[src/hw/dcw_map.svh]
/*
 * Register offsets, field positions, reset values and timing counts for
 * the synthesizer control word decoder.
 * Assumes it is included by bare name after the package of types.
 */
`ifndef DCW_MAP_SVH
`define DCW_MAP_SVH

// Parallel port byte addresses (lowest byte of each word)
`define DCW_CTRL_OFS        6'h00
`define DCW_STEP_OFS        6'h04
`define DCW_RAMP_OFS        6'h08

// Control word field positions
`define DCW_FD_PUMP_HI      31
`define DCW_FD_PUMP_LO      30
`define DCW_FINAL_PUMP_HI   29
`define DCW_FINAL_PUMP_LO   27
`define DCW_WIDE_PUMP_HI    26
`define DCW_WIDE_PUMP_LO    24
`define DCW_AUTOCLR_FREQ    23
`define DCW_AUTOCLR_PHASE   22
`define DCW_RAMP_LOAD_FUD   21
`define DCW_CLR_FREQ        20
`define DCW_CLR_PHASE       19
`define DCW_FAST_LOCK_EN    17
`define DCW_FAST_LOCK_NOFTW 16
`define DCW_SWEEP_EN        15
`define DCW_SINE_SEL        14
`define DCW_PUMP_OFFSET     13
`define DCW_REF_DIV_HI      12
`define DCW_REF_DIV_LO      11
`define DCW_PUMP_POL        10
`define DCW_FB_DIV_HI       9
`define DCW_FB_DIV_LO       8
`define DCW_REF_HALVE_OFF   6
`define DCW_SYNC_OFF        5
`define DCW_PD_MIXER        4
`define DCW_PD_DETECTOR     3
`define DCW_PD_CORE         2
`define DCW_SDIO_IN_ONLY    1
`define DCW_LSB_FIRST       0

// Reset values
`define DCW_CTRL_RESET      32'h0020_0018
`define DCW_STEP_RESET      32'h0000_0000
`define DCW_RAMP_RESET      16'h0000

// Sync clock half period in core cycles
`define DCW_SYNC_HALF       3'h4

`endif

[src/hw/dcw_pkg.sv]
/*
 * Types for the synthesizer control word decoder.
 * Assumes nothing beyond a SystemVerilog compiler.
 */
package dcw_pkg;

   // Three-stage synchroniser for the strobe, address and data pin groups
   typedef struct packed {
      logic [2:0]  wr;
      logic [2:0]  rd;
      logic [2:0]  frequency_update_strobe;
      logic [17:0] addr;
      logic [23:0] data;
   } dcw_sync_s;

   // Whole state of the decoder
   typedef struct packed {
      dcw_sync_s   sync;
      logic        wr_f;
      logic        rd_f;
      logic        fud_f;
      logic [31:0] buf_ctrl;
      logic [31:0] buf_step;
      logic [15:0] buf_ramp;
      logic [31:0] ctrl;
      logic [31:0] step;
      logic [15:0] ramp;
      logic [15:0] ramp_timer;
      logic [31:0] freq_acc;
      logic [31:0] phase_acc;
      logic [2:0]  sync_cnt;
      logic        sync_clk;
      logic [7:0]  rd_data;
   } dcw_state_s;

endpackage : dcw_pkg

[src/hw/dcw_decode.sv]
/*
 * Control word and sweep step decoder of a direct digital synthesizer:
 * parallel byte port, update-strobe commit, frequency and phase
 * accumulators, ramp timer, sync clock and decoded control outputs.
 * Assumes port pins are asynchronous to CLOCK_IN and held stable around
 * their strobes; the tuning word comes from profile logic on CLOCK_IN.
 */
// Summary of operation
// - Final pump code 0xx zero, 1xx one-four
// - Wide pump scale is twice the code
// - Bit 23: clear frequency accumulator on update
// - Bit 22: clear phase accumulator on update
// - Bit 21: ramp timer reloads on update
// - Bit 20 holds frequency accumulator at zero
// - Bit 19 holds phase accumulator at zero
// - Bit 17 fast lock; 18, 7 unused
// - Bit 16: fast lock ignores tuning word
// - Bit 15 sweep adds accumulator to tuning
// - Bit 14 selects sine, else cosine
// - Bit 13 selects offset pump currents
// - Reference divider 1, 2, or 4
// - Feedback divider 1, 2, or 4
// - Bit 10 reverses pump source and sink
// - Bit 6 bypasses reference clock halving
// - Bit 5 holds sync pin low, timing runs
// - Bits 4:2 power down; all three sleep
// - Bit 1 makes serial data input-only
// - Bit 0 LSB first, serial mode only
// - Signed step word, MSB at 0x07
// - Detect pump code gives 0/20/40/60
// - Ramp divider spaces accumulation ticks
`timescale 1ns/1ps

`include "dcw_map.svh"

module dcw_decode
   import dcw_pkg::*;
(
   // Clock and reset
   input  wire logic        CLOCK_IN,
   input  wire logic        RESET_N_IN,
   // Parallel port pins
   input  wire logic        WRITE_N_IN,
   input  wire logic        READ_N_IN,
   input  wire logic [5:0]  ADDR_IN,
   input  wire logic [7:0]  DATA_IN,
   output logic      [7:0]  DATA_OUT,
   output logic             DATA_OE_N_OUT,
   input  wire logic        FREQ_UPDATE_IN,
   input  wire logic        SERIAL_MODE_IN,
   // Tuning word from profile logic
   input  wire logic [31:0] TUNING_WORD_IN,
   // Accumulators
   output logic      [31:0] FREQ_ACC_OUT,
   output logic      [31:0] PHASE_ACC_OUT,
   output logic             SWEEP_TICK_OUT,
   // Charge pump
   output logic      [6:0]  FD_PUMP_SCALE_OUT,
   output logic      [2:0]  FINAL_PUMP_SCALE_OUT,
   output logic      [3:0]  WIDE_PUMP_SCALE_OUT,
   output logic             PUMP_OFFSET_OUT,
   output logic             PUMP_POL_INVERT_OUT,
   output logic             FAST_LOCK_EN_OUT,
   output logic             FAST_LOCK_USE_TUNING_OUT,
   // Dividers and clocks
   output logic      [2:0]  REF_DIV_OUT,
   output logic      [2:0]  FB_DIV_OUT,
   output logic             REF_HALVE_EN_OUT,
   output logic             SYNC_CLOCK_OUT,
   // Modes and power
   output logic             SWEEP_MODE_OUT,
   output logic             SINE_SELECT_OUT,
   output logic             MIXER_PD_OUT,
   output logic             DETECTOR_PD_OUT,
   output logic             CORE_STOP_OUT,
   output logic             FULL_SLEEP_OUT,
   output logic             SERIAL_BIDIR_OUT,
   output logic             LSB_FIRST_OUT
);

   ////////////////////////////////////////////////////////////////////////////
   // Decoding helpers

   // Divider code to ratio; low bit ignored when high bit set
   // Shared by the reference and feedback dividers
   function automatic logic [2:0] div_ratio(input logic [1:0] code);
      begin
         if (code[1])
            div_ratio = 3'h4;
         else if (code[0])
            div_ratio = 3'h2;
         else
            div_ratio = 3'h1;
      end
   endfunction : div_ratio

   // Byte lane of a word, 0 when address outside it
   // Address below the base wraps large and fails the compare
   function automatic logic [7:0] byte_of(input logic [31:0] word, input logic [5:0] addr,
                                         input logic [5:0] base, input logic [2:0] nbytes);
      logic [5:0] rel;
      begin
         rel     = addr - base;
         byte_of = 8'h00;
         if (addr >= base && rel < {3'h0, nbytes})
            byte_of = word[rel[1:0]*8 +: 8];
      end
   endfunction : byte_of

   ////////////////////////////////////////////////////////////////////////////
   // State

   // Whole block state in one register; next value built below
   dcw_state_s st_r;
   dcw_state_s st_nxt;

   logic       wr_done;
   logic       fud_pulse;
   logic [5:0] waddr;
   logic [7:0] wdata;
   logic [5:0] raddr;
   logic [31:0] new_ctrl;
   logic       tick;

   ////////////////////////////////////////////////////////////////////////////
   // Next state

   // Pins pass three flops; filtered level moves once stages 2 and 3 agree
   // Address and data pipes are bus wide; the strobe hold time makes that safe
   always_comb
   begin
      st_nxt = st_r;
      new_ctrl = st_r.ctrl;
      tick = 1'b0;

      st_nxt.sync.wr   = {st_r.sync.wr[1:0], WRITE_N_IN};
      st_nxt.sync.rd   = {st_r.sync.rd[1:0], READ_N_IN};
      st_nxt.sync.frequency_update_strobe  = {st_r.sync.frequency_update_strobe[1:0], FREQ_UPDATE_IN};
      st_nxt.sync.addr = {st_r.sync.addr[11:0], ADDR_IN};
      st_nxt.sync.data = {st_r.sync.data[15:0], DATA_IN};
      if (st_r.sync.wr[1] == st_r.sync.wr[2])
         st_nxt.wr_f = st_r.sync.wr[2];
      if (st_r.sync.rd[1] == st_r.sync.rd[2])
         st_nxt.rd_f = st_r.sync.rd[2];
      if (st_r.sync.frequency_update_strobe[1] == st_r.sync.frequency_update_strobe[2])
         st_nxt.fud_f = st_r.sync.frequency_update_strobe[2];

      // Byte writes land in the port buffers, committed on update strobe
      if (wr_done)
      begin
         for (int b = 0; b < 4; b++)
         begin
            if (waddr == `DCW_CTRL_OFS + 6'(b))
               st_nxt.buf_ctrl[b*8 +: 8] = wdata;
            if (waddr == `DCW_STEP_OFS + 6'(b))
               st_nxt.buf_step[b*8 +: 8] = wdata;
            if (b < 2 && waddr == `DCW_RAMP_OFS + 6'(b))
               st_nxt.buf_ramp[b*8 +: 8] = wdata;
         end
      end

      // Strobe commits all three words in one cycle, so a half-written
      // word never reaches the accumulators
      if (fud_pulse)
      begin
         new_ctrl       = st_r.buf_ctrl;
         st_nxt.ctrl    = st_r.buf_ctrl;
         st_nxt.step    = st_r.buf_step;
         st_nxt.ramp    = st_r.buf_ramp;
      end

      // Ramp timer keeps counting even while the core is stopped
      // Limitation: with bit 21 set it also reloads on timeout, not only on update
      if (st_r.ramp_timer == 16'h0000)
      begin
         tick = new_ctrl[`DCW_SWEEP_EN];
         st_nxt.ramp_timer = st_nxt.ramp;
      end
      else
         st_nxt.ramp_timer = st_r.ramp_timer - 16'h0001;
      if (fud_pulse && new_ctrl[`DCW_RAMP_LOAD_FUD])
         st_nxt.ramp_timer = st_r.buf_ramp;

      // Frequency accumulator: hold clear beats auto clear beats tick
      // Core stop freezes both accumulators; the timer above still runs
      if (new_ctrl[`DCW_CLR_FREQ])
         st_nxt.freq_acc = 32'h0000_0000;
      else if (fud_pulse && new_ctrl[`DCW_AUTOCLR_FREQ])
         st_nxt.freq_acc = 32'h0000_0000;
      else if (tick && !new_ctrl[`DCW_PD_CORE])
         st_nxt.freq_acc = st_r.freq_acc + st_r.step;

      // Phase accumulator; sweep adds frequency accumulator to tuning word
      if (new_ctrl[`DCW_CLR_PHASE])
         st_nxt.phase_acc = 32'h0000_0000;
      else if (fud_pulse && new_ctrl[`DCW_AUTOCLR_PHASE])
         st_nxt.phase_acc = 32'h0000_0000;
      else if (!new_ctrl[`DCW_PD_CORE])
         st_nxt.phase_acc = st_r.phase_acc + TUNING_WORD_IN
                          + (new_ctrl[`DCW_SWEEP_EN] ? st_r.freq_acc : 32'h0000_0000);

      // Sync timing never stops; only the pin is gated
      // Half period of four core cycles gives the core clock over 8
      if (st_r.sync_cnt == `DCW_SYNC_HALF - 3'h1)
      begin
         st_nxt.sync_cnt = 3'h0;
         st_nxt.sync_clk = ~st_r.sync_clk;
      end
      else
         st_nxt.sync_cnt = st_r.sync_cnt + 3'h1;

      // Read data from the port buffers, registered onto the pins
      // Buffers, not live words, so software can check bytes before the strobe
      st_nxt.rd_data = byte_of(st_r.buf_ctrl, raddr, `DCW_CTRL_OFS, 3'h4)
                     | byte_of(st_r.buf_step, raddr, `DCW_STEP_OFS, 3'h4)
                     | byte_of({16'h0000, st_r.buf_ramp}, raddr, `DCW_RAMP_OFS, 3'h2);
   end

   // Edge terms on filtered levels
   assign wr_done   = ~st_r.wr_f & st_r.sync.wr[2] & (st_r.sync.wr[1] == st_r.sync.wr[2]);
   assign fud_pulse = ~st_r.fud_f & st_r.sync.frequency_update_strobe[2] & (st_r.sync.frequency_update_strobe[1] == st_r.sync.frequency_update_strobe[2]);

   // Address and data from stage 3, the same age as the strobe
   assign waddr     = st_r.sync.addr[17:12];
   assign wdata     = st_r.sync.data[23:16];
   assign raddr     = st_r.sync.addr[17:12];

   ////////////////////////////////////////////////////////////////////////////
   // Registers

   // Synchronous reset; write and read strobes idle high, update strobe idles low
   // Buffers start equal to the live words so early reads show defaults
   always_ff @(posedge CLOCK_IN)
   begin
      if (!RESET_N_IN)
      begin
         st_r            <= '0;
         st_r.sync.wr    <= 3'h7;
         st_r.sync.rd    <= 3'h7;
         st_r.wr_f       <= 1'b1;
         st_r.rd_f       <= 1'b1;
         st_r.buf_ctrl   <= `DCW_CTRL_RESET;
         st_r.buf_step   <= `DCW_STEP_RESET;
         st_r.buf_ramp   <= `DCW_RAMP_RESET;
         st_r.ctrl       <= `DCW_CTRL_RESET;
         st_r.step       <= `DCW_STEP_RESET;
         st_r.ramp       <= `DCW_RAMP_RESET;
      end
      else
         st_r <= st_nxt;
   end

   ////////////////////////////////////////////////////////////////////////////
   // Outputs

   // Port drive while read strobe is low
   assign DATA_OUT      = st_r.rd_data;
   assign DATA_OE_N_OUT = st_r.rd_f;

   // Accumulators and sweep tick
   assign FREQ_ACC_OUT   = st_r.freq_acc;
   assign PHASE_ACC_OUT  = st_r.phase_acc;
   assign SWEEP_TICK_OUT = st_r.ctrl[`DCW_SWEEP_EN] & (st_r.ramp_timer == 16'h0000);

   // Charge pump scale decodes
   // Decodes follow the committed word, never the buffers
   always_comb
   begin
      case (st_r.ctrl[`DCW_FD_PUMP_HI:`DCW_FD_PUMP_LO])
         2'b01:   FD_PUMP_SCALE_OUT = 7'h14;
         2'b10:   FD_PUMP_SCALE_OUT = 7'h28;
         2'b11:   FD_PUMP_SCALE_OUT = 7'h3c;
         default: FD_PUMP_SCALE_OUT = 7'h00;
      endcase
   end

   // Final field: top bit clear gives no current, else low bits plus one
   assign FINAL_PUMP_SCALE_OUT = st_r.ctrl[`DCW_FINAL_PUMP_HI]
                               ? {1'b0, st_r.ctrl[`DCW_FINAL_PUMP_LO +: 2]} + 3'h1
                               : 3'h0;
   assign WIDE_PUMP_SCALE_OUT  = {st_r.ctrl[`DCW_WIDE_PUMP_HI:`DCW_WIDE_PUMP_LO], 1'b0};
   assign PUMP_OFFSET_OUT      = st_r.ctrl[`DCW_PUMP_OFFSET];
   assign PUMP_POL_INVERT_OUT  = st_r.ctrl[`DCW_PUMP_POL];
   // Bits 18 and 7 drive nothing
   assign FAST_LOCK_EN_OUT         = st_r.ctrl[`DCW_FAST_LOCK_EN];
   assign FAST_LOCK_USE_TUNING_OUT = ~st_r.ctrl[`DCW_FAST_LOCK_NOFTW];

   // Dividers and clock options
   assign REF_DIV_OUT      = div_ratio(st_r.ctrl[`DCW_REF_DIV_HI:`DCW_REF_DIV_LO]);
   assign FB_DIV_OUT       = div_ratio(st_r.ctrl[`DCW_FB_DIV_HI:`DCW_FB_DIV_LO]);
   assign REF_HALVE_EN_OUT = ~st_r.ctrl[`DCW_REF_HALVE_OFF];
   assign SYNC_CLOCK_OUT   = st_r.sync_clk & ~st_r.ctrl[`DCW_SYNC_OFF];

   // Modes, power and serial format
   assign SWEEP_MODE_OUT   = st_r.ctrl[`DCW_SWEEP_EN];
   assign SINE_SELECT_OUT  = st_r.ctrl[`DCW_SINE_SEL];
   assign MIXER_PD_OUT     = st_r.ctrl[`DCW_PD_MIXER];
   assign DETECTOR_PD_OUT  = st_r.ctrl[`DCW_PD_DETECTOR];
   assign CORE_STOP_OUT    = st_r.ctrl[`DCW_PD_CORE];
   assign FULL_SLEEP_OUT   = &st_r.ctrl[`DCW_PD_MIXER:`DCW_PD_CORE];
   assign SERIAL_BIDIR_OUT = ~st_r.ctrl[`DCW_SDIO_IN_ONLY];
   assign LSB_FIRST_OUT    = SERIAL_MODE_IN & st_r.ctrl[`DCW_LSB_FIRST];

endmodule : dcw_decode

[config.mk]
export PLATFORM = sky130hd
export DESIGN_NAME = dcw_decode
export DESIGN_NICKNAME = d
export VERILOG_FILES = /design/src/hw/dcw_pkg.sv /design/src/hw/dcw_decode.sv
export VERILOG_INCLUDE_DIRS = /design/src /design/src/hw
export SDC_FILE = /design/constraint.sdc
export NUM_CORES = 1
export LEC_CHECK = 0
export BUFFER_PORTS_ARGS = -buffer_cell sky130_fd_sc_hd__buf_2
export CORE_AREA = 8 8 166 200
export CTS_CLUSTER_SIZE = 40
export DETAILED_ROUTE_END_ITERATION = 12
export DIE_AREA = 0 0 174 208
export MAX_ROUTING_LAYER = met4
export PLACE_DENSITY = 0.72
export SLEW_MARGIN = 30
export SYNTH_ARGS = -nofsm -noshare
export SYNTH_HDL_FRONTEND = slang
export SYNTH_SLANG_ARGS = --single-unit
[constraint.sdc]
create_clock -name CLOCK_IN -period 5.62 [get_ports CLOCK_IN]
set_input_delay 0.281 -clock CLOCK_IN [delete_from_list [all_inputs] [get_ports CLOCK_IN]]
set_output_delay 0.281 -clock CLOCK_IN [all_outputs]
set_load 0.01 [all_outputs]
======== After elaboration in Yosys (flattened, before gate mapping) ========
Cells that the tools add are included.
Widths: inputs -> output; s select.
storage, ports and cells
  register bits after elaboration ......... 306
  memory bits (read-only) ................. 0
  memories ................................ 0
  bits in writable memories ............... 0
  word-level logic and storage cells ...... 116
  output and inout bits ................... 108
  latch bits .............................. 0
operators by class
  div/mod/pow operators ................... 0
  add/sub/neg operators ................... 8
  mux-type cells .......................... 15
  magnitude comparators ................... 6
  bitwise gates (word level) .............. 17
  $mul .................................... 0
  reductions and logical operators ........ 24
  shifts and indexed selects .............. 3
  equality and inequality tests ........... 16
operators by type and width
  kind                   count
  $add 32x32->32         3
  $shiftx 32x6->8        3
  $mux 16                3
  $mux 32                1
  $eq 6x3->1 const B     4
  $mux 24                1
  $mux 8                 3
  $reduce_and 2->1       10
  $pmux 6 s3             1
  $logic_not 16->1       1
  $or 8x8->8             2
  $sub 16x1->16 const B  1
  $eq 6x2->1 const B     2
  $eq 6x4->1 const B     2
  $lt 6x3->1 const B     2
  $mux 3                 3
  $not 1->1              8
  $and 1x1->1            7
  $logic_and 1x1->1      7
  $eq 6x1->1 const B     1
  $ge 6x1->1 const B     1
  $ge 6x3->1 const B     1
  $ge 6x4->1 const B     1
  $logic_not 6->1        1
  15 further kinds       20

======== Depth between registers and ports, before layout ========
Gate-level depths: netlist (run 1).
  depth after elaboration ................. 6
  gate-level depth with buffers ........... 19
  depth with buffers taken out ............ 17

======== Worst setup path before layout (run 1) ========
No wires, ideal clock.
  path type ............................... reg-to-reg
  start point ............................. register st_r[252] in the netlist's numbering
  end point ............................... register st_r (netlist bit PHASE_ACC_OUT[29])
  arrival ................................. 4.363 ns
  clock period less this slack ............ 4.480 ns
  stages on the path, launching flop included .. 19
  required time ........................... 5.503 ns
  path slack .............................. 1.140 ns
  cell sequence ........................... dfxtp_1 and3b_1 clkbuf_1 mux2i_1 clkbuf_1 nor2_1 fa_1 ha_1 inv_1 fa_1 nand2b_1 a21oi_1 or3_1 a221o_1 a31oi_4 o31a_4 nor2_1 or3_1 a32o_1
on the way
  longest elaborated chain between the ends .. 6
  elaborated cells on any way between the ends .. 8
  classes of those cells .................. 1 x add/sub; 2 x mux; 3 x bitwise; 2 x reduce/logical
RTL lines
  item                                               RTL line                              text
  from (decl)                                        dcw_decode.sv:114                     dcw_state_s st_r;
  from (signal assigned)                             dcw_decode.sv:250                     st_r <= st_nxt;
  $not 1->1 *                                        dcw_decode.sv:221                     assign fud_pulse = ~st_r.fud_f & st_r.sync.frequency_update_strobe[2] & (st_r.sync.frequency_update_strobe[1] ...
  $and 1x1->1 * (2 in a row)                         dcw_decode.sv:221
  $mux 24                                            dcw_decode.sv:164                     if (fud_pulse)
  $mux 32 or $logic_and 1x1->1 (tied branches)       dcw_decode.sv:200, dcw_decode.sv:196
  $add 32x32->32 or $reduce_or 3->1 (tied branches)  -
Every way passes the cells marked *; elsewhere a longest branch is shown, timed or not.
A chain may end at the register's enable or synchronous reset.

======== Final worst setup path (run 1) ========
  start point ............................. register st_r (netlist bit st_nxt[299])
  end point ............................... register st_r (netlist bit PHASE_ACC_OUT[28])
on the way
  longest elaborated chain between the ends .. 5
  elaborated cells on any way between the ends .. 7
  classes of those cells .................. 1 x add/sub; 1 x eq/ne; 2 x mux; 1 x bitwise; 2 x reduce/logical
RTL lines
  item                                               RTL line
  $eq 1x1->1 *                                       dcw_decode.sv:221
  $and 1x1->1 *                                      dcw_decode.sv:221
  $mux 24                                            dcw_decode.sv:164
  $mux 32 or $logic_and 1x1->1 (tied branches)       dcw_decode.sv:200, dcw_decode.sv:196
  $add 32x32->32 or $reduce_or 3->1 (tied branches)  -
Marks and branches as above.

==> flow_summary.rst, run 1 <==
.. list-table::
   :header-rows: 1

   * - Metric
     - Value
   * - First-pass GRT wire length
     - approximately 66000 um
   * - Critical path startpoint
     - st_nxt[299]$_SDFF_PN0_
   * - Combinational cell fraction of total power
     - 0.259
   * - Internal power contribution
     - about 4.5 mW
   * - Routed via count
     - about 13000
   * - Main flop type after synthesis
     - sky130_fd_sc_hd__dfxtp_1
   * - Critical path capture point type
     - flop
   * - Data required time of the critical path
     - ~6.1 ns
   * - Clock network latency to the later pin of the worst-skew pair
     - just under 0.6 ns
   * - Post-layout instance area
     - roughly 0.018 sq mm
   * - Setup clock skew after layout
     - roughly 0.016 ns
   * - Detail-routed net length per standard cell
     - approximately 17 um
   * - Register bit count reported by yosys
     - approximately 300
   * - Critical path arrival
     - 4.90 ns
   * - Final WS setup
     - around 1.2 ns
   * - Critical R2R Launch
     - st_nxt[299]$_SDFF_PN0_
   * - Number of instances in the synthesized netlist
     - approximately 1800
   * - Final hold viol count
     - 0
   * - Die extent in y
     - 208 um
   * - Root buffer cell
     - sky130_fd_sc_hd__clkbuf_16
   * - Core Footprint
     - around 0.030 sq mm
   * - Number of cells traversed by the worst register-to-register path
     - 14
   * - Critical Path Start Type
     - flop
   * - Number of flops mapped to enable cells by yosys
     - 0
   * - Tot Pwr
     - approximately 6.5 mW
   * - Routability congestion estimate
     - 0.928
   * - Clock share of power
     - 0.367
   * - Layout filler cell count
     - approximately 2600
   * - Post-place instance area
     - 0.0167 sq mm
   * - Ratio of cells with drive above 1 in the final layout
     - 0.143
   * - Reported leakage power
     - 7.66 nW
   * - Share of synthesized flip-flops with an asynchronous set or reset
     - 0
   * - Setup TNS Final
     - 0 ns
   * - Count of buffers added by post-CTS timing repair for setup
     - 0
   * - Maximum number of pins on one net before global-route repair
     - 108
   * - Via count of the first global-routing pass
     - between 10000 and 15000
   * - Max Cap Violations
     - 0
   * - Sequential-to-total area share from yosys stat
     - 0.371
   * - Number of core rows
     - 70
   * - Number of design rule violations left after detail routing
     - 0
   * - Pre-CTS setup slack
     - approximately 1.2 ns
   * - Internal reg-to-reg setup slack
     - between 1 and 1.5 ns
   * - Max IR drop VDD
     - between 0.0002 and 0.0003 V
   * - Floorplan die width
     - ~170 um
   * - Number of iterations in the first detailed-routing pass
     - 5
   * - Clock Pin Slew Worst Setup and Hold Paths
     - roughly 0.070 ns
   * - Maximum root-to-sink buffer count
     - 3
   * - Smallest hold slack
     - 0.107 ns
   * - Switching power summed over all nets
     - 1.97 mW
   * - Achievable frequency
     - between 0.2 and 0.25 GHz
   * - Hold depth
     - 2
   * - Total setup violations reported at the end of the flow
     - 0
   * - Worst R2R End
     - PHASE_ACC_OUT[28]$_SDFFE_PP0N_
   * - Initial standard-cell utilization of the core
     - 0.542
   * - Delay of the slowest critical-path stage
     - approximately 0.67 ns
   * - Worst min-delay path class
     - input port to flop
   * - Total clock buffers created by CTS
     - 31
   * - Class of the most critical setup path
     - flop to flop
   * - TritonCTS clock tree
     - built
   * - Proportion of power drawn by flip-flops and latches
     - 0.374
   * - P&R area growth vs syn
     - 11.3%
   * - Highest fanout seen on the critical path
     - 26
   * - Count of distinct cell types in the synthesized netlist
     - 65
   * - Residual overflow from global routing
     - 0
   * - Final routed wirelength across all metal layers
     - 40200 um
   * - Yosys warning total
     - 0
   * - # nets final
     - just over 2000
   * - Number of H-tree branching levels
     - 1
   * - Slew at the pin with the worst max-slew slack
     - about 1 ns
   * - Antenna violations before repair
     - 0
   * - Final Critical Period
     - ~4.4 ns
   * - Status
     - finished, final reports clean
   * - Via count normalized by instance count
     - about 5.5
   * - Starting DRC count in detailed routing
     - 810
   * - Global routing usage summed across all routing layers
     - 0.223
   * - CTS sink cnt
     - between 300 and 400
   * - Switching fraction of total power
     - 0.302
   * - Overall die area
     - approximately 0.036 sq mm
   * - Synthesized area divided by synthesized cell count
     - around 8.9 sq um
   * - Number of hold buffers added after cts
     - 17
   * - Number of input and output port buffers inserted
     - 155
   * - Max-slew violation count
     - 0
   * - Tcrit/Tclk final
     - 0.789
   * - Power Density
     - 360 mW/mm^2
   * - Count of antenna-violating nets left after detailed routing
     - 0
   * - Worst setup path end
     - PHASE_ACC_OUT[28]$_SDFFE_PP0N_
   * - Number of inserted diodes
     - 0
   * - HPWL reported at the end of detailed placement
     - around 29000 um
   * - Setup repair after global routing missed its margin
     - false
   * - Netlist Area Pre-Place
     - between 0.015 and 0.02 sq mm
   * - Critical-path cell with the highest stage delay
     - sky130_fd_sc_hd__a2111oi_0
   * - Top-Level Pins
     - between 150 and 200
   * - Worst rel slew slack
     - 0.325
   * - Cts repair resizes
     - 0
   * - Worst-path cell chain
     - and3b_2 > mux2i_4 > buf_4 > nor2b_1 > fa_1 > ha_1 > nand2_1 > a2111oi_0 > nor2_1 > o211ai_1 > and3_1 > nor3_1 > xnor2_1 > a22o_1
-- layer usage --
| layer | vias to the layer above | wire length (um) | track usage |
|---|---|---|---|
| met5 | - | 0 | - |
| met4 | 0 | 918 | 0.0641 |
| met3 | 64 | 1850 | 0.0333 |
| met2 | 315 | 19800 | 0.387 |
| met1 | 6098 | 17600 | 0.265 |
| li1 | 6259 | - | - |
-- Yosys cell counts, types with 15 or more instances --
cell type	number	area (sq um)
sky130_fd_sc_hd__clkbuf_1	83	312
sky130_fd_sc_hd__nor2b_1	127	795
sky130_fd_sc_hd__and3_1	15	93.8
sky130_fd_sc_hd__mux2i_1	88	881
sky130_fd_sc_hd__xnor2_1	33	289
sky130_fd_sc_hd__a21boi_0	76	571
sky130_fd_sc_hd__and2_1	56	350
sky130_fd_sc_hd__nor2_1	73	274
sky130_fd_sc_hd__fa_1	33	661
sky130_fd_sc_hd__o21ai_0	62	310
sky130_fd_sc_hd__nand3_1	31	155
sky130_fd_sc_hd__a21o_1	30	225
sky130_fd_sc_hd__nand2_1	287	1080
sky130_fd_sc_hd__ha_1	68	851
sky130_fd_sc_hd__nand2b_1	23	144
sky130_fd_sc_hd__nor3_1	19	95.1
sky130_fd_sc_hd__mux4_2	16	360
sky130_fd_sc_hd__a21oi_1	111	556
sky130_fd_sc_hd__xor2_1	29	254
sky130_fd_sc_hd__buf_4	83	623
sky130_fd_sc_hd__inv_1	28	105
sky130_fd_sc_hd__dfxtp_1	301	6030
-- area by class of cell --
type	count	area [sq um]	share of cell area
multi-input cells	1327	9160	0.507
flip-flops and latches	301	6030	0.334
repair buffers	188	1070	0.0592
clock buffers	37	838	0.0464
well taps	396	495	0.0274
clock inverters	21	359	0.0199
inverters	28	105	0.00582
-- how the worst min path moves through the flow --
stage | from | to | slack, ns
5_1_grt | RESET_N_IN | st_r[223]$_SDFFE_PN1P_ | 0.12
3_3_place_gp | st_nxt[301]$_SDFF_PN1_ | st_nxt[302]$_SDFF_PN1_ | 0.39
6_report | RESET_N_IN | st_r[223]$_SDFFE_PN1P_ | 0.11
2_1_floorplan | READ_N_IN | st_nxt[301]$_SDFF_PN1_ | 0.38
3_5_place_dp | st_nxt[301]$_SDFF_PN1_ | st_nxt[302]$_SDFF_PN1_ | 0.40
4_1_cts | RESET_N_IN | st_r[223]$_SDFFE_PN1P_ | 0.09
-- through the flow --
stage          utilization  cells
3_5_place_dp         0.557   2223
2_1_floorplan            -   1832
6_report             0.603   2298
4_1_cts              0.603   2298
3_3_place_gp         0.557   2223
5_1_grt              0.603   2298
-- power groups by stage --
stage                     Combinational [mW]  Sequential (mW)  Clock, mW
after detailed placement                1.65             2.48          0
after global placement                  1.62             2.47          0
final                                   1.68             2.43       2.39
after CTS                               1.68             2.43       2.43
after floorplan                         1.41             2.44          0
after global routing                    1.89             2.46       2.51
-- cells in the final DEF, fill, tap and decap left out, drive strengths merged, types with 9 or more instances in the layout --
cell type    Yosys  routed
and2            56      56
nor3            21      21
bufinv           0       9
a21o            30      30
mux2i           88      88
fa              33      33
nand3           31      31
a211oi          15      15
a22oi            9       9
nor2b          127     127
and3            15      15
mux4            16      16
nor2            73      73
ha              68      68
a21boi          76      76
clkbuf          84      37
dlygate4sd3      0      17
inv             28      33
nand2b          23      23
dfxtp          301     301
a21oi          112     112
o21ai           69      69
xnor2           33      33
buf             92     171
xor2            29      29
nand2          287     287
-- critical path: cells and delay by family (launching register included) --
kind	cells	cell delay [ns]
AO/OA/AOI/OAI	3	1.24
AND/OR/NAND/NOR	6	0.94
adder cells (fa/ha/maj)	2	0.82
multiplexers	1	0.43
buffers and inverters	1	0.40
flip-flops	1	0.37
XOR/XNOR	1	0.12
-- state kept, by name, summed over array words and instances, names as in the netlist, 3 cells and up --
signal,flops
DATA_OUT,8
WIDE_PUMP_SCALE_OUT,3
PHASE_ACC_OUT,32
st_nxt,34
raddr,6
st_r,177
FREQ_ACC_OUT,32
-- kinds of logic after synthesis --
kind of cell	after synthesis	synth area share
other cells	1	0.000231
fa+ha+maj	101	0.0932
flops	301	0.371
xor+xnor	62	0.0335
mux	112	0.0821
buf+inv	204	0.0669
simple gates	674	0.204
compound gates	374	0.149
No activity file was read; power rests on OpenSTA's default activity.
==> run 2, diff against run 1 <==
Settings changed: CORE_AREA 8 8 166 200 to 8 8 168 201, DIE_AREA 0 0 174 208 to 0 0 176 209, PLACE_DENSITY 0.72 to 0.74.
Clock period 5.62 ns to 3.65 ns, I/O delays scaled along.
==> flow_summary.rst, run 2 (synthesis results as in run 1) <==
.. list-table::
   :header-rows: 1

   * - Metric
     - Value
   * - Status
     - finished with violations
   * - Failing checks
     - setup timing
   * - Final hold viol count
     - 0 (unchanged)
   * - Flip-flop count of the largest register after layout
     - 177 (unchanged)
   * - Max-slew violation count
     - 0 (unchanged)
   * - Delay of the slowest critical-path stage
     - 0.44 ns (-0.23 ns)
   * - Power Density
     - 552 mW/mm^2 (+53%)
   * - Overall die area
     - 0.0368 sq mm (+1.6%)
   * - Max Cap Violations
     - 0 (unchanged)
   * - Critical path capture point type
     - flop
   * - Ratio of cells with drive above 1 in the final layout
     - 0.187 (+0.0441)
   * - Via count normalized by instance count
     - 5.47 (-1.3%)
   * - Reported leakage power
     - 8.04 nW (+5.0%)
   * - Final Critical Period
     - 4.01 ns (-0.430 ns)
   * - Routability congestion estimate
     - 0.910 (-2.0%)
   * - Most common cell after layout, fill and taps aside
     - sky130_fd_sc_hd__dfxtp_1
   * - Root buffer cell
     - sky130_fd_sc_hd__clkbuf_16
   * - Floorplan die width
     - 176 um (+1.1%)
   * - Critical Path Start Type
     - flop
   * - Max IR drop VDD
     - 0.000463 V (+68%)
   * - # nets final
     - 2106 (+3.7%)
   * - Total clock buffers created by CTS
     - 31 (unchanged)
   * - Top-Level Pins
     - 160 (unchanged)
   * - Clock network latency to the later pin of the worst-skew pair
     - 0.58 ns (about the same)
   * - Global routing usage summed across all routing layers
     - 0.222 (-0.00153)
   * - Slew at the pin with the worst max-slew slack
     - 0.972 ns (-0.0349 ns)
   * - Die extent in y
     - 209 um (+0.48%)
   * - Number of H-tree branching levels
     - 1 (unchanged)
   * - Layout filler cell count
     - 2532 (-3.5%)
   * - Critical path startpoint
     - st_nxt[299]$_SDFF_PN0_
   * - Final WS setup
     - -0.356 ns (-1.54 ns)
   * - CTS sink cnt
     - 301 (unchanged)
   * - Number of inserted diodes
     - 0 (unchanged)
   * - Data required time of the critical path
     - 4.10 ns (-1.98 ns)
   * - Highest fanout seen on the critical path
     - 10 (-62%)
   * - Tot Pwr
     - 10.3 mW (+59%)
   * - Internal reg-to-reg setup slack
     - -0.36 ns (-1.54 ns)
   * - Total setup violations reported at the end of the flow
     - 15 (+15)
   * - Number of iterations in the first detailed-routing pass
     - 5 (unchanged)
   * - Initial standard-cell utilization of the core
     - 0.534 (-0.00780)
   * - Critical path arrival
     - 4.46 ns (-0.44 ns)
   * - Critical R2R Launch
     - st_nxt[299]$_SDFF_PN0_
   * - Maximum root-to-sink buffer count
     - 3 (unchanged)
   * - HPWL reported at the end of detailed placement
     - 29600 um (+2.8%)
   * - Tcrit/Tclk final
     - 1.10 (+0.308)
   * - Most frequent cells in the layout
     - 300 x sky130_fd_sc_hd__dfxtp_1, 287 x sky130_fd_sc_hd__nand2_1, 154 x sky130_fd_sc_hd__buf_2
   * - Final routed wirelength across all metal layers
     - 40500 um (+0.84%)
   * - Antenna violations before repair
     - 0 (unchanged)
   * - Maximum number of pins on one net before global-route repair
     - 151 (+40%)
   * - Achievable frequency
     - 0.250 GHz (+11%)
   * - Clock Pin Slew Worst Setup and Hold Paths
     - 0.07 ns (about the same)
   * - TritonCTS clock tree
     - built
   * - Critical-path cell with the highest stage delay
     - sky130_fd_sc_hd__fa_1
   * - Number of input and output port buffers inserted
     - 155 (unchanged)
   * - Number of design rule violations left after detail routing
     - 0 (unchanged)
   * - Starting DRC count in detailed routing
     - 935 (+15%)
   * - Register containing the most flip-flops in the final layout
     - st_r
   * - P&R area growth vs syn
     - 15.5%
   * - Via count of the first global-routing pass
     - 12800 (+0.42%)
   * - Startpoint of the most critical hold path
     - TUNING_WORD_IN[0]
   * - Residual overflow from global routing
     - 0 (unchanged)
   * - Setup clock skew after layout
     - 0.0266 ns (+0.0105 ns)
   * - Setup TNS Final
     - -2.54 ns (-2.54 ns)
   * - Setup repair after global routing missed its margin
     - true
   * - Class of the most critical setup path
     - flop to flop
   * - First-pass GRT wire length
     - 65800 um (about the same)
   * - Worst-path cell chain
     - and3b_2 > mux2i_4 > buf_12 > nor2_2 > fa_1 > ha_2 > inv_2 > fa_2 > nand2b_4 > a21oi_4 > or3_4 > a221o_1 > a31oi_4 > o31a_4 > nor2_1 > or3_1 > a32o_1
   * - Worst rel slew slack
     - 0.349 (+0.0234)
   * - Number of core rows
     - 70 (unchanged)
   * - Routed via count
     - 13000 (+2.0%)
   * - Worst min-delay path class
     - input port to flop
   * - Core Footprint
     - 0.0304 sq mm (+1.5%)
   * - Count of antenna-violating nets left after detailed routing
     - 0 (unchanged)
   * - Detail-routed net length per standard cell
     - 17.1 um (-2.4%)
[run 2: cell types whose count changed in the layout (fill, tap and decap cells not counted), sizes merged]
cell,previous run,this run
clkinvlp,1,5
buf,171,247
bufinv,9,6
clkinv,6,7
inv,33,31
[run 2: layer usage]
| metal | up-vias | wire length [um] | global-route usage |
|---|---|---|---|
| met2 | 393 | 19500 | 0.368 |
| li1 | 6431 | - | - |
| met5 | - | 0 | - |
| met4 | 0 | 1280 | 0.0735 |
| met1 | 6088 | 17500 | 0.271 |
| met3 | 79 | 2240 | 0.0354 |
[run 2: power by group]
group / internal [mW] / total, mW / switching [mW]
clock: 2.08 / 3.45 / 1.37
sequential: 3.52 / 3.75 / 0.235
combinational: 1.54 / 3.13 / 1.59
total: 7.14 / 10.3 / 3.20
[run 2: path summary, 6_finish.rpt]
path,end,depth (start not counted)
worst max-delay path,PHASE_ACC_OUT[29]$_SDFFE_PP0N_,17
worst min-delay path,PHASE_ACC_OUT[0]$_SDFFE_PP0N_,4
worst max register to register,PHASE_ACC_OUT[29]$_SDFFE_PP0N_,17
worst min register to register,st_nxt[305]$_SDFF_PN1_,1
[run 2: final cells by class]
| cell class | count | area (sq um) | area share |
|---|---|---|---|
| timing repair buffer | 264 | 1680 | 0.0894 |
| inverter | 28 | 105 | 0.00561 |
| tap | 396 | 495 | 0.0264 |
| multi-input combinational | 1327 | 9300 | 0.496 |
| clock buffer | 37 | 838 | 0.0447 |
| clock inverter | 21 | 294 | 0.0157 |
| sequential | 301 | 6030 | 0.322 |
[run 2: timing repair]
item	4_1_cts	5_1_grt
gates resized for setup	17	7
buffers inserted	5	1
hold endpoints to repair	17	0
hold buffers	17	0
setup endpoints to repair	17	18
pin swaps	8	6
[run 2: metrics by stage]
step	std cells	worst slack [ns]	cell area, sq um	hold slack, ns	util
4_1_cts	2372	-0.354	18700	0.0617	0.615
3_5_place_dp	2292	-0.473	17200	0.366	0.567
3_3_place_gp	2292	-0.322	17200	0.365	0.567
6_report	2374	-0.356	18700	0.0773	0.616
5_1_grt	2374	-0.491	18700	0.0756	0.616
2_1_floorplan	1832	-0.372	16300	0.284	-
[run 2: critical path: cells and delay by family (launching register included)]
family / cells / cell delay [ns]
AO/OA/AOI/OAI: 5 / 1.14
adder cells (fa/ha/maj): 3 / 0.84
buffers and inverters: 2 / 0.21
flip-flops: 1 / 0.35
multiplexers: 1 / 0.25
AND/OR/NAND/NOR: 6 / 1.11
==> run 3, diff against run 2 <==
Settings changed: RECOVER_POWER from default to 100.
==> flow_summary.rst, run 3 (synthesis results as in run 1) <==
.. list-table::
   :header-rows: 1

   * - Metric
     - Value
   * - Status
     - finished with violations
   * - Failing checks
     - capacitance limit, slew limit, setup timing
   * - Max IR drop VDD
     - 0.000452 V (-2.3%)
   * - Most frequent cells in the layout
     - 300 x sky130_fd_sc_hd__dfxtp_1, 287 x sky130_fd_sc_hd__nand2_1, 126 x sky130_fd_sc_hd__nor2b_1
   * - HPWL reported at the end of detailed placement
     - 29600 um (unchanged)
   * - Number of H-tree branching levels
     - 1 (unchanged)
   * - Final routed wirelength across all metal layers
     - 40700 um (+0.42%)
   * - Total setup violations reported at the end of the flow
     - 15 (unchanged)
   * - Post-place instance area
     - 0.0172 sq mm (unchanged)
   * - Clock Pin Slew Worst Setup and Hold Paths
     - 0.07 ns (about the same)
   * - Combinational cell fraction of total power
     - 0.301 (-0.002)
   * - Switching fraction of total power
     - 0.311 (+0.00173)
   * - Ratio of cells with drive above 1 in the final layout
     - 0.137 (-0.0506)
   * - Post-route non-filler standard cell count
     - 2374 (unchanged)
   * - P&R area growth vs syn
     - 14.6%
   * - Critical path arrival
     - 4.46 ns (about the same)
   * - Number of inserted diodes
     - 0 (unchanged)
   * - Tcrit/Tclk final
     - 1.10 (+0.00119)
   * - Reported leakage power
     - 7.65 nW (-4.9%)
   * - Overall die area
     - 0.0368 sq mm (unchanged)
   * - TritonCTS clock tree
     - built
   * - First-pass GRT wire length
     - 65800 um (unchanged)
   * - Max-slew violation count
     - 90 (+90)
   * - Final hold viol count
     - 0 (unchanged)
   * - Post-layout instance area
     - 0.0186 sq mm (-0.79%)
   * - Tot Pwr
     - 10.3 mW (-0.22%)
   * - Register containing the most flip-flops in the final layout
     - st_r
   * - Clock share of power
     - 0.335 (about the same)
   * - Initial standard-cell utilization of the core
     - 0.534 (unchanged)
   * - Via count normalized by instance count
     - 5.46 (-0.24%)
   * - Worst-path cell chain
     - and3b_2 > mux2i_4 > buf_12 > nor2_2 > fa_1 > ha_2 > inv_2 > fa_2 > nand2b_4 > a21oi_4 > or3_4 > a221o_1 > a31oi_4 > o31a_4 > nor2_1 > or3_1 > a32o_1
   * - Metal1 wirelength
     - 17600 um (+0.70%)
   * - Antenna violations before repair
     - 0 (unchanged)
   * - Setup repair after global routing missed its margin
     - true
   * - Family with the most delay on the worst path
     - compound AO/OA/AOI/OAI gates
   * - Proportion of power drawn by flip-flops and latches
     - 0.365 (+0.002)
   * - Max Cap Violations
     - 1 (+1)
   * - Number of core rows
     - 70 (unchanged)
   * - Delay of the slowest critical-path stage
     - 0.44 ns (about the same)
   * - Count of antenna-violating nets left after detailed routing
     - 0 (unchanged)
   * - Class of the most critical setup path
     - flop to flop
   * - Internal power contribution
     - 7.10 mW (-0.47%)
   * - Via count of the first global-routing pass
     - 12800 (unchanged)
   * - Critical Path Start Type
     - flop
   * - CTS sink cnt
     - 301 (unchanged)
   * - Routability congestion estimate
     - 0.910 (unchanged)
   * - Final Critical Period
     - 4.01 ns (+0.00433 ns)
   * - Smallest hold slack
     - 0.0754 ns (-0.00191 ns)
   * - Length of routed met2 wiring
     - 19500 um (-0.22%)
   * - Starting DRC count in detailed routing
     - 920 (-1.6%)
   * - Cells after DPL
     - 2292 (unchanged)
   * - Maximum number of pins on one net before global-route repair
     - 151 (unchanged)
   * - Achievable frequency
     - 0.249 GHz (-0.11%)
   * - Number of input and output port buffers inserted
     - 155 (unchanged)
   * - Critical path capture point type
     - flop
   * - Top-Level Pins
     - 160 (unchanged)
   * - # nets final
     - 2106 (unchanged)
   * - Routed via count
     - 13000 (-0.24%)
   * - Final WS setup
     - -0.360 ns (-0.00433 ns)
   * - Most common cell after layout, fill and taps aside
     - sky130_fd_sc_hd__dfxtp_1
   * - Clock network latency to the later pin of the worst-skew pair
     - 0.58 ns (about the same)
   * - Switching power summed over all nets
     - 3.21 mW (+0.33%)
   * - Buffer and inverter count on the worst path
     - 2 (unchanged)
   * - Setup clock skew after layout
     - 0.0270 ns (+0.000347 ns)
   * - Power Density
     - 555 mW/mm^2 (+0.57%)
   * - Worst rel slew slack
     - -1.15 (-1.50)
   * - Worst min-delay path class
     - input port to flop
   * - Root buffer cell
     - sky130_fd_sc_hd__clkbuf_16
   * - Slew at the pin with the worst max-slew slack
     - 3.22 ns (+2.25 ns)
   * - Die extent in y
     - 209 um (unchanged)
   * - Detail-routed net length per standard cell
     - 17.1 um (+0.42%)
   * - Core Footprint
     - 0.0304 sq mm (unchanged)
   * - Global routing usage summed across all routing layers
     - 0.222 (unchanged)
   * - Floorplan die width
     - 176 um (unchanged)
   * - Highest fanout seen on the critical path
     - 10 (unchanged)
   * - Maximum root-to-sink buffer count
     - 3 (unchanged)
   * - Met3 Wirelength
     - 2370 um (+5.4%)
   * - Flip-flop count of the largest register after layout
     - 177 (unchanged)
   * - Critical-path cell with the highest stage delay
     - sky130_fd_sc_hd__fa_1
   * - Data required time of the critical path
     - 4.10 ns (about the same)
   * - Number of iterations in the first detailed-routing pass
     - 5 (unchanged)
   * - Total clock buffers created by CTS
     - 31 (unchanged)
   * - Number of design rule violations left after detail routing
     - 0 (unchanged)
   * - Highest metal layer with signal wires
     - met4
   * - Residual overflow from global routing
     - 0 (unchanged)
-- run 3: what timing repair did --
item | CTS | global route
setup endpoints to repair | 17 | 18
pin swaps | 8 | 6
resized for setup | 17 | 7
hold endpoints to repair | 17 | 0
buffers inserted | 5 | 1
hold buffers | 17 | 0
-- run 3: per-stage QoR --
step | setup WS, ns | setup TNS [ns] | util
2_1_floorplan | -0.372 | -1.82 | -
3_3_place_gp | -0.322 | -3.00 | 0.567
3_5_place_dp | -0.473 | -5.22 | 0.567
4_1_cts | -0.354 | -2.47 | 0.615
5_1_grt | -0.491 | -19.28 | 0.612
6_report | -0.360 | -2.59 | 0.612
-- run 3: area by class of cell --
cell class                      instances  area, sq um
Fill cell                            2599        11800
Clock buffer                           37          838
Tap cell                              396          495
Timing Repair Buffer                  264         1530
Clock inverter                         21          294
Sequential cell                       301         6030
Inverter                               28          105
Multi-Input combinational cell       1327         9300
-- run 3: final timing paths --
path / from / endpoint / slack (ns) / cells after the start
hold / removal: TUNING_WORD_IN[0] / PHASE_ACC_OUT[0]$_SDFFE_PP0N_ / 0.08 / 4
hold reg to reg: st_nxt[304]$_SDFF_PN1_ / st_nxt[305]$_SDFF_PN1_ / 0.41 / 1
setup reg to reg: st_nxt[299]$_SDFF_PN0_ / PHASE_ACC_OUT[29]$_SDFFE_PP0N_ / -0.36 / 17
setup / recovery: st_nxt[299]$_SDFF_PN0_ / PHASE_ACC_OUT[29]$_SDFFE_PP0N_ / -0.36 / 17
-- run 3: power by group through the flow --
stage | sequential (mW) | clock (mW) | combinational, mW
2_1_floorplan | 3.75 | 0 | 2.21
3_3_place_gp | 3.82 | 0 | 2.85
3_5_place_dp | 3.82 | 0 | 2.92
4_1_cts | 3.75 | 3.50 | 3.07
5_1_grt | 3.80 | 3.64 | 3.44
6_report | 3.76 | 3.45 | 3.10
-- run 3: tightest hold or removal path, cell delays in order --
cell and delay (ns):
sky130_fd_sc_hd__buf_2 0.09, sky130_fd_sc_hd__inv_1 0.07, sky130_fd_sc_hd__fa_1 0.18, sky130_fd_sc_hd__a211oi_1 0.07
-- run 3: layer usage --
layer | track usage | vias up
met3 | 0.0354 | 74
met5 | - | -
met2 | 0.368 | 365
met1 | 0.271 | 6093
met4 | 0.0735 | 0
li1 | - | 6428
